### config.mk
export PLATFORM = sky130hd
export DESIGN_NAME = facg_top
export DESIGN_NICKNAME = d
export VERILOG_FILES = /design/src/facg_pkg.sv /design/src/facg_top.sv
export SDC_FILE = /design/constraint.sdc
export NUM_CORES = 1
export LEC_CHECK = 0
export ABC_AREA = 1
export BUFFER_PORTS_ARGS = -buffer_cell sky130_fd_sc_hd__buf_2
export CELL_PAD_IN_SITES_DETAIL_PLACEMENT = 1
export CELL_PAD_IN_SITES_GLOBAL_PLACEMENT = 1
export CORE_UTILIZATION = 30
export DETAILED_ROUTE_END_ITERATION = 10
export PLACE_DENSITY = 0.61
export SLEW_MARGIN = 20
export SYNTH_ARGS = -nofsm -noshare
export SYNTH_HDL_FRONTEND = slang
export SYNTH_SLANG_ARGS = --single-unit
### constraint.sdc
create_clock -name SYS_CLK_I -period 3.6 [get_ports SYS_CLK_I]
set_input_delay 0.18 -clock SYS_CLK_I [delete_from_list [all_inputs] [get_ports SYS_CLK_I]]
set_output_delay 0.18 -clock SYS_CLK_I [all_outputs]
set_load 0.02 [all_outputs]
### src/facg_pkg.sv
// package for the field-locked audio clock generator: register map, reset values, field layout
// assumes byte-wide registers behind a two-wire serial control port
package facg_pkg;
	localparam logic [7:0] ADDR_CPF_LOW = 8'h30;
	localparam logic [7:0] ADDR_CPF_MID = 8'h31;
	localparam logic [7:0] ADDR_CPF_HIGH = 8'h32;
	localparam logic [7:0] ADDR_RSVD_A = 8'h33;
	localparam logic [7:0] ADDR_INC_LOW = 8'h34;
	localparam logic [7:0] ADDR_INC_MID = 8'h35;
	localparam logic [7:0] ADDR_INC_HIGH = 8'h36;
	localparam logic [7:0] ADDR_RSVD_B = 8'h37;
	localparam logic [7:0] ADDR_BIT_DIV = 8'h38;
	localparam logic [7:0] ADDR_WORD_DIV = 8'h39;
	localparam logic [7:0] ADDR_SETUP = 8'h3a;
	localparam logic [7:0] ADDR_RSVD_C = 8'h3b;

	localparam int CPF_W = 18;
	localparam int INC_W = 22;
	localparam int ACC_W = 23;
	localparam int RATIO_W = 6;

	localparam logic [17:0] CPF_RST = 18'h0_2DFBC;
	localparam logic [21:0] INC_RST = 22'h3A_CCCD;
	localparam logic [5:0] BIT_DIV_RST = 6'h03;
	localparam logic [5:0] WORD_DIV_RST = 6'h10;
	localparam logic [3:0] SETUP_RST = 4'h0;

	localparam int SETUP_BIT_CLOCK_PHASE_BIT = 0;
	localparam int SETUP_WORD_CLOCK_PHASE_BIT = 1;
	localparam int SETUP_MASTER_CLOCK_VOLTAGE_RANGE_BIT = 2;
	localparam int SETUP_LOCK_BIT = 3;

	localparam int SYS_CLK_KHZ = 125000;
	localparam int XTAL_REF_KHZ = 24576;
	localparam int FIELD_REF_MHZ = 59940;
	localparam int MCLK_REF_HZ = 11289600;
	localparam int BCLK_PER_WORD = 32;
	localparam int MCLK_PER_WORD = 256;

	typedef struct packed {
		logic [17:0] cpf;
		logic [21:0] inc;
		logic [5:0] bit_ratio;
		logic [5:0] word_ratio;
		logic field_lock_select;
		logic master_clock_voltage_range;
		logic word_clock_phase;
		logic bit_clock_phase;
	} facg_cfg_t;

	localparam facg_cfg_t CFG_RST = '{CPF_RST, INC_RST, BIT_DIV_RST, WORD_DIV_RST, 1'b0, 1'b0, 1'b0, 1'b0};
endpackage

### src/facg_top.sv
// field-locked audio clock generator with its serial control port registers
// assumes scl, sda, crystal tick, field pulse and looped master clock are synchronous to SYS_CLK_I
`timescale 1ns/10ps
module facg_top #(
	parameter logic [6:0] DEV_ADDR = 7'h21, // arbitrary value
	parameter int CORR_W = 12
) (
	input wire logic SYS_CLK_I,
	input wire logic RSTN_I,
	input wire logic SCL_I,
	input wire logic SDA_I,
	output logic SDA_O,
	output logic SDA_OE_O,
	input wire logic XTAL_TICK_I,
	input wire logic FIELD_I,
	input wire logic MCLK_IN_I,
	output logic MCLK_OUT_O,
	output logic BCLK_O,
	output logic WCLK_O,
	output logic VRANGE_O
);
	import facg_pkg::*;

	if (CORR_W < 2 || CORR_W > 21) begin : g_chk
		$error("CORR_W out of range");
	end

	typedef enum logic [4:0] {
		S_IDLE = 5'b00001,
		S_RX = 5'b00010,
		S_ACK = 5'b00100,
		S_TX = 5'b01000,
		S_RACK = 5'b10000
	} facg_i2c_t;

	localparam logic [1:0] K_ADDR = 2'h0;
	localparam logic [1:0] K_SUB = 2'h1;
	localparam logic [1:0] K_DATA = 2'h2;

	facg_cfg_t cfg_r;
	facg_i2c_t state_r;
	logic [1:0] kind_r;
	logic rw_r;
	logic [3:0] cnt_r;
	logic [7:0] sh_r;
	logic [7:0] sub_r;
	logic scl_q_r;
	logic sda_q_r;
	logic sda_oe_r;
	logic sda_out_r;
	logic scl_rise;
	logic scl_fall;
	logic start_c;
	logic stop_c;
	logic wr_stb;
	logic [7:0] rd_cur;

	function automatic logic [7:0] rd_byte(input facg_cfg_t c, input logic [7:0] a);
		logic [7:0] d;
		d = 8'h00;
		case (a)
			ADDR_CPF_LOW: d = c.cpf[7:0];
			ADDR_CPF_MID: d = c.cpf[15:8];
			ADDR_CPF_HIGH: d = {6'h00, c.cpf[17:16]};
			ADDR_INC_LOW: d = c.inc[7:0];
			ADDR_INC_MID: d = c.inc[15:8];
			ADDR_INC_HIGH: d = {2'h0, c.inc[21:16]};
			ADDR_BIT_DIV: d = {2'h0, c.bit_ratio};
			ADDR_WORD_DIV: d = {2'h0, c.word_ratio};
			ADDR_SETUP: d = {4'h0, c.field_lock_select, c.master_clock_voltage_range,
				c.word_clock_phase, c.bit_clock_phase};
			default: d = 8'h00;
		endcase
		return d;
	endfunction

	assign scl_rise = SCL_I & ~scl_q_r;
	assign scl_fall = ~SCL_I & scl_q_r;
	assign start_c = SCL_I & scl_q_r & sda_q_r & ~SDA_I;
	assign stop_c = SCL_I & scl_q_r & ~sda_q_r & SDA_I;
	assign wr_stb = (state_r == S_RX) && scl_fall && (cnt_r == 4'h8) && (kind_r == K_DATA);
	assign rd_cur = rd_byte(cfg_r, sub_r);

	// line sampling for edge and start/stop detection
	always_ff @(posedge SYS_CLK_I or negedge RSTN_I) begin
		if (!RSTN_I) begin
			scl_q_r <= 1'b1;
			sda_q_r <= 1'b1;
			sda_out_r <= 1'b0;
		end else begin
			scl_q_r <= SCL_I;
			sda_q_r <= SDA_I;
			sda_out_r <= 1'b0;
		end
	end

	// serial control port protocol
	always_ff @(posedge SYS_CLK_I or negedge RSTN_I) begin
		if (!RSTN_I) begin
			state_r <= S_IDLE;
			kind_r <= K_ADDR;
			rw_r <= 1'b0;
			cnt_r <= 4'h0;
			sh_r <= 8'h00;
			sub_r <= 8'h00;
			sda_oe_r <= 1'b0;
		end else if (start_c) begin
			state_r <= S_RX;
			kind_r <= K_ADDR;
			cnt_r <= 4'h0;
			sda_oe_r <= 1'b0;
		end else if (stop_c) begin
			state_r <= S_IDLE;
			sda_oe_r <= 1'b0;
		end else begin
			case (state_r)
				S_RX: begin
					if (scl_rise) begin
						sh_r <= {sh_r[6:0], SDA_I};
						cnt_r <= cnt_r + 4'h1;
					end else if (scl_fall && cnt_r == 4'h8) begin
						cnt_r <= 4'h0;
						if (kind_r == K_ADDR && sh_r[7:1] != DEV_ADDR) begin
							state_r <= S_IDLE;
						end else begin
							state_r <= S_ACK;
							sda_oe_r <= 1'b1;
							if (kind_r == K_ADDR) begin
								rw_r <= sh_r[0];
							end
							if (kind_r == K_SUB) begin
								sub_r <= sh_r;
							end
							if (kind_r == K_DATA) begin
								sub_r <= sub_r + 8'h01;
							end
						end
					end
				end
				S_ACK: begin
					if (scl_fall) begin
						if (kind_r == K_ADDR && rw_r) begin
							state_r <= S_TX;
							sh_r <= rd_cur;
							sda_oe_r <= ~rd_cur[7];
							sub_r <= sub_r + 8'h01;
							cnt_r <= 4'h1;
						end else begin
							state_r <= S_RX;
							sda_oe_r <= 1'b0;
							kind_r <= (kind_r == K_ADDR) ? K_SUB : K_DATA;
						end
					end
				end
				S_TX: begin
					if (scl_fall) begin
						if (cnt_r == 4'h8) begin
							state_r <= S_RACK;
							sda_oe_r <= 1'b0;
							cnt_r <= 4'h0;
						end else begin
							sda_oe_r <= ~sh_r[6];
							sh_r <= {sh_r[6:0], 1'b0};
							cnt_r <= cnt_r + 4'h1;
						end
					end
				end
				S_RACK: begin
					if (scl_rise && SDA_I) begin
						state_r <= S_IDLE;
					end else if (scl_fall) begin
						state_r <= S_TX;
						sh_r <= rd_cur;
						sda_oe_r <= ~rd_cur[7];
						sub_r <= sub_r + 8'h01;
						cnt_r <= 4'h1;
					end
				end
				default: begin
					state_r <= S_IDLE;
					sda_oe_r <= 1'b0;
				end
			endcase
		end
	end

	// register file; unused bits and reserved bytes are dropped and read zero
	always_ff @(posedge SYS_CLK_I or negedge RSTN_I) begin
		if (!RSTN_I) begin
			cfg_r <= CFG_RST;
		end else if (wr_stb) begin
			case (sub_r)
				ADDR_CPF_LOW: cfg_r.cpf[7:0] <= sh_r;
				ADDR_CPF_MID: cfg_r.cpf[15:8] <= sh_r;
				ADDR_CPF_HIGH: cfg_r.cpf[17:16] <= sh_r[1:0];
				ADDR_INC_LOW: cfg_r.inc[7:0] <= sh_r;
				ADDR_INC_MID: cfg_r.inc[15:8] <= sh_r;
				ADDR_INC_HIGH: cfg_r.inc[21:16] <= sh_r[5:0];
				ADDR_BIT_DIV: cfg_r.bit_ratio <= sh_r[5:0];
				ADDR_WORD_DIV: cfg_r.word_ratio <= sh_r[5:0];
				ADDR_SETUP: begin
					cfg_r.field_lock_select <= sh_r[SETUP_LOCK_BIT];
					cfg_r.master_clock_voltage_range <= sh_r[SETUP_MASTER_CLOCK_VOLTAGE_RANGE_BIT];
					cfg_r.word_clock_phase <= sh_r[SETUP_WORD_CLOCK_PHASE_BIT];
					cfg_r.bit_clock_phase <= sh_r[SETUP_BIT_CLOCK_PHASE_BIT];
				end
				default: cfg_r <= cfg_r;
			endcase
		end
	end

	// numerically controlled synthesizer on crystal ticks
	logic [ACC_W-1:0] acc_r;
	logic signed [CORR_W-1:0] corr_r;
	logic [CPF_W:0] fcnt_r;
	logic msb_q_r;
	logic [INC_W-1:0] inc_eff;

	assign inc_eff = cfg_r.inc + INC_W'(signed'(corr_r));

	always_ff @(posedge SYS_CLK_I or negedge RSTN_I) begin
		if (!RSTN_I) begin
			acc_r <= '0;
		end else if (XTAL_TICK_I) begin
			acc_r <= acc_r + ACC_W'(inc_eff);
		end
	end

	// field lock: compare master cycles counted per field with target and trim
	always_ff @(posedge SYS_CLK_I or negedge RSTN_I) begin
		if (!RSTN_I) begin
			msb_q_r <= 1'b0;
			fcnt_r <= '0;
			corr_r <= '0;
		end else begin
			msb_q_r <= acc_r[ACC_W-1];
			if (FIELD_I) begin
				fcnt_r <= '0;
				if (!cfg_r.field_lock_select) begin
					corr_r <= '0;
				end else if (fcnt_r < {1'b0, cfg_r.cpf} && corr_r != {1'b0, {(CORR_W-1){1'b1}}}) begin
					corr_r <= corr_r + CORR_W'(1);
				end else if (fcnt_r > {1'b0, cfg_r.cpf} && corr_r != {1'b1, {(CORR_W-1){1'b0}}}) begin
					corr_r <= corr_r - CORR_W'(1);
				end
			end else if (acc_r[ACC_W-1] && !msb_q_r && !fcnt_r[CPF_W]) begin
				fcnt_r <= fcnt_r + 1'b1;
			end
		end
	end

	// dividers from looped-back master clock
	logic mclk_q_r;
	logic [RATIO_W:0] bdiv_r;
	logic [RATIO_W:0] wdiv_r;
	logic bclk_r;
	logic wclk_r;
	logic mclk_edge;
	logic [RATIO_W:0] bit_half;
	logic [RATIO_W:0] word_half;

	assign mclk_edge = MCLK_IN_I & ~mclk_q_r;
	assign bit_half = {1'b0, cfg_r.bit_ratio} + 1'b1;
	assign word_half = (cfg_r.word_ratio == '0) ? {1'b1, {RATIO_W{1'b0}}} : {1'b0, cfg_r.word_ratio};

	always_ff @(posedge SYS_CLK_I or negedge RSTN_I) begin
		if (!RSTN_I) begin
			mclk_q_r <= 1'b0;
			bdiv_r <= '0;
			wdiv_r <= '0;
			bclk_r <= 1'b0;
			wclk_r <= 1'b0;
		end else begin
			mclk_q_r <= MCLK_IN_I;
			if (mclk_edge) begin
				if (bdiv_r + 1'b1 >= bit_half) begin
					bdiv_r <= '0;
					bclk_r <= ~bclk_r;
					if (bclk_r) begin
						if (wdiv_r + 1'b1 >= word_half) begin
							wdiv_r <= '0;
							wclk_r <= ~wclk_r;
						end else begin
							wdiv_r <= wdiv_r + 1'b1;
						end
					end
				end else begin
					bdiv_r <= bdiv_r + 1'b1;
				end
			end
		end
	end

	// registered pin drivers
	always_ff @(posedge SYS_CLK_I or negedge RSTN_I) begin
		if (!RSTN_I) begin
			MCLK_OUT_O <= 1'b0;
			BCLK_O <= 1'b0;
			WCLK_O <= 1'b0;
			VRANGE_O <= 1'b0;
			SDA_O <= 1'b0;
			SDA_OE_O <= 1'b0;
		end else begin
			MCLK_OUT_O <= acc_r[ACC_W-1];
			BCLK_O <= bclk_r ^ cfg_r.bit_clock_phase;
			WCLK_O <= wclk_r ^ cfg_r.word_clock_phase;
			VRANGE_O <= cfg_r.master_clock_voltage_range;
			SDA_O <= sda_out_r;
			SDA_OE_O <= sda_oe_r;
		end
	end
endmodule

==> metrics.csv <==
metric;value;unit
status;completed;
GPL Wtd Cong;0.864;
setup violators final;0;
power share of the combinational group;15.1;%
Slowest-stage cell, CP;dfstp_2;
remaining global-route overflow;0;
Worst setup EP type;flop;
Mapped Nets;1629;
Design Power;4.80;mW
Peak Freq;292;MHz
ant diodes;0;
Switch Pwr;1.51;mW
largest net degree at the start of global routing;86;
Final Hold Fails;0;
Final ANT Viol Nets;0;
placed cell count;2050;
type of the worst min-delay path;primary input to flop;
final period utilization;95.1;%
layout cells sized above 1;10.8;%
area fraction in compound gates after synthesis;15.5;%
number of max-cap violations;0;
multi-input combinational cell area;6720;µm²
Worst-Margin Slew;0.964;ns
Sw Share;31.5;%
leakage power total;6.40;nW
Post-Syn Area;11500;µm²
vias per inst;4.96;
Post-Route WL;35200;µm
main combinational cell family by area after synthesis;simple AND/OR/NAND/NOR gates;
DRC violation count after routing;0;
Max rail drop VDD;0.353;mV
clock net sink count;163;
Fin Clk Skew;0.0198;ns
via count;10354;
initial antenna violation count;0;
Layout Nets;1670;
RSZ-0062 raised after global routing;true;
Pre-antenna DRT Iters;4;
CP most frequent cell;a21oi_1;
Synth Area in Simple Gates;26.0;%
FF/Latch Area;4120;µm²
Ports;13;
vias in the first global route;11013;
Core ar.;37700;µm²
dominant delay contributor by cell family on the critical path;compound AO/OA/AOI/OAI gates;
Syn-to-layout area delta;14.2;%
die area;39000;µm²
dpl ws;-0.106;ns
Initial Utilization;30.5;%
Yosys warning count;0;
Die Span X;198;µm
Critical Path AT;3.74;ns
post-synthesis mux area share;0.0872;%
WL per Instance;16.9;µm
clock root cell;clkbuf_16;
clock tree buffer depth;2;
FF+latch count, synth;163;
Crit Path Class;flop to flop;
min cycle time layout;3.42;ns
reg-to-reg setup timing slack;0.18;ns
worst endpoint required time;3.92;ns
port bufs;11;
post-route insts no fill;2088;
P_int;3.29;mW
sequential area share after synthesis;35.9;%
Synth Area in XOR/XNOR;4.73;%
worst-path cell chain;ha_1, a21oi_2, o21ai_0, a21o_1, a21oi_1, xnor2_1, ha_1, a21oi_1, o21ai_0, a21oi_1, o21ai_1, buf_4, or2_2, nand3_1, nand2_1;
GRT Util Overall;18.9;%
kind of start point of the critical path;flop;
max-slew violations;0;
Worst Path Buf+Inv;1;
row cnt;71;
Synth Instances;1523;
crit-path max cell delay;0.58;ns
H-tree level count;4;
Slew headroom;35.7;%
PwrDens;366;nW/µm²
Syn Area/Cell;7.54;µm²
Chip Height;198;µm
Seq pwr share;43.2;%
DP HPWL;27300;µm
first-iteration detailed-routing DRC count;529;
CTS tree;built;
Inserted Clock Buffers;17;
CP Max Fanout;5;
Post-synth EDFFs;0;
Synth cell types;52;
first-pass GRT wire length;58500;µm
WHS;0.0999;ns
clock slew seen by the registers of the worst setup and hold paths;0.08;ns
worst skew pair latency;0.45;ns
clock power share;41.7;%
asr flop ratio synth;100;%
Layout fillers;4624;
dominant synthesized flop cell;dfrtp_1;
Final WS setup;0.178;ns
Post-Synth Adder-Cell Area;11.0;%
[synth_stat cells, types with 4 or more instances]
| master | count | area [µm²] |
|---|---|---|
| nand2_1 | 385 | 1450 |
| inv_1 | 167 | 627 |
| o21ai_0 | 147 | 736 |
| dfrtp_1 | 131 | 3280 |
| nor2_1 | 104 | 390 |
| a21oi_1 | 99 | 495 |
| ha_1 | 96 | 1200 |
| nand3_1 | 94 | 470 |
| xor2_1 | 43 | 377 |
| nor3_1 | 37 | 185 |
| nand4_1 | 33 | 206 |
| dfstp_2 | 32 | 841 |
| xnor2_1 | 19 | 166 |
| clkbuf_1 | 13 | 48.8 |
| nand3b_1 | 11 | 82.6 |
| o21ai_2 | 10 | 87.6 |
| o21bai_1 | 9 | 67.6 |
| a21o_1 | 7 | 52.6 |
| o211ai_1 | 7 | 52.6 |
| a22o_1 | 6 | 52.6 |
| a31oi_1 | 6 | 37.5 |
| buf_6 | 5 | 56.3 |
| a21boi_0 | 4 | 30.0 |
| a22oi_1 | 4 | 30.0 |
| o21a_1 | 4 | 30.0 |
[layer usage]
metal  wire [µm]  track usage [%]  share of wire, %  up-vias
met5           0                0                 0        -
met4         533             4.74               1.5        0
met3         488             1.96               1.4       30
li1            -                -                 -     5176
met2       16700             32.0                47       93
met1       17500             25.7                50     5055
[power groups by stage]
stage                     Clock (mW)  Sequential, mW  Combinational (mW)
after global routing            2.12            2.09               0.838
after floorplan                    0            2.08               0.481
final                           2.01            2.07               0.725
after CTS                       2.06            2.08               0.730
after detailed placement           0            2.11               0.722
after global placement             0            2.10               0.695
[what timing repair did]
item	4_1_cts	5_1_grt
resized for setup	4	39
endpoints found under the setup margin	8	14
hold buffers	4	0
pin swaps	0	3
setup buffers	0	2
endpoints found under the hold margin	69	0
[through the flow]
stage          TNS (ns)  util [%]  cell area, µm²
3_5_place_dp     -0.383      32.6           12300
6_report              0      34.8           13100
5_1_grt          -0.219      34.8           13100
3_3_place_gp          0      32.6           12300
2_1_floorplan         0         -           11500
4_1_cts               0      34.4           13000
[flip-flops by register name, summed over array words and instances (netlist names), 2 cells and up]
register  count
acc_r        23
bdiv_r        7
cfg_r        56
cnt_r         4
corr_r       12
fcnt_r       19
kind_r        2
sh_r          8
state_r       5
sub_r         8
wdiv_r        7
[final cells by class]
class / count / share of cell area, %
inverter: 171 / 4.90
timing repair buffer: 45 / 2.68
clock inverter: 14 / 1.44
clock buffer: 18 / 3.44
multi-input combinational: 1166 / 51.3
tap: 511 / 4.88
sequential: 163 / 31.4
[worst reg2reg max path: stages, from the launching register on]
cell     delay (ns)
dfstp_2        0.58
ha_1           0.31
a21oi_2        0.24
o21ai_0        0.13
a21o_1         0.20
a21oi_1        0.23
xnor2_1        0.19
ha_1           0.32
a21oi_1        0.22
o21ai_0        0.10
a21oi_1        0.13
o21ai_1        0.10
buf_4          0.16
or2_2          0.27
nand3_1        0.07
nand2_1        0.05
[path summary, 6_finish.rpt]
kind | startpoint | endpoint | depth (start not counted)
max | cfg_r[23]$_DFFE_PN1P_ | acc_r[13]$_DFFE_PN0P_ | 15
min | FIELD_I | fcnt_r[2]$_DFFE_PN0P_ | 2
max reg2reg | cfg_r[23]$_DFFE_PN1P_ | acc_r[13]$_DFFE_PN0P_ | 15
min reg2reg | sda_oe_r$_DFFE_PN0P_ | SDA_OE_O$_DFF_PN0_ | 0
max in group asynchronous | RSTN_I | acc_r[12]$_DFFE_PN0P_ | 3
min in group asynchronous | RSTN_I | mclk_q_r$_DFF_PN0_ | 2
[layout by cell type, fill, tap and decap left out, drive strengths merged, types with 11 or more instances in the layout]
cell / instances
dfstp: 32
ha: 96
nand4: 35
dfrtp: 131
nand3: 96
a21oi: 100
clkbuf: 18
xor2: 43
nand2: 388
o21ai: 158
inv: 173
nor2: 109
xnor2: 19
buf: 41
nand3b: 11
nor3: 41
[kinds of logic (layout without fill, tap and decap cells)]
logic type | after synthesis | count (layout)
DFF | 163 | 163
xor gates and xnor gates | 62 | 62
adders and majority gates | 99 | 99
buffers and inverters | 194 | 248
AOI/OAI and AO/OA | 316 | 316
and+or+nand+nor | 687 | 687
muxes | 1 | 1
other | 1 | 1
Power figures use the tool's default switching activity.
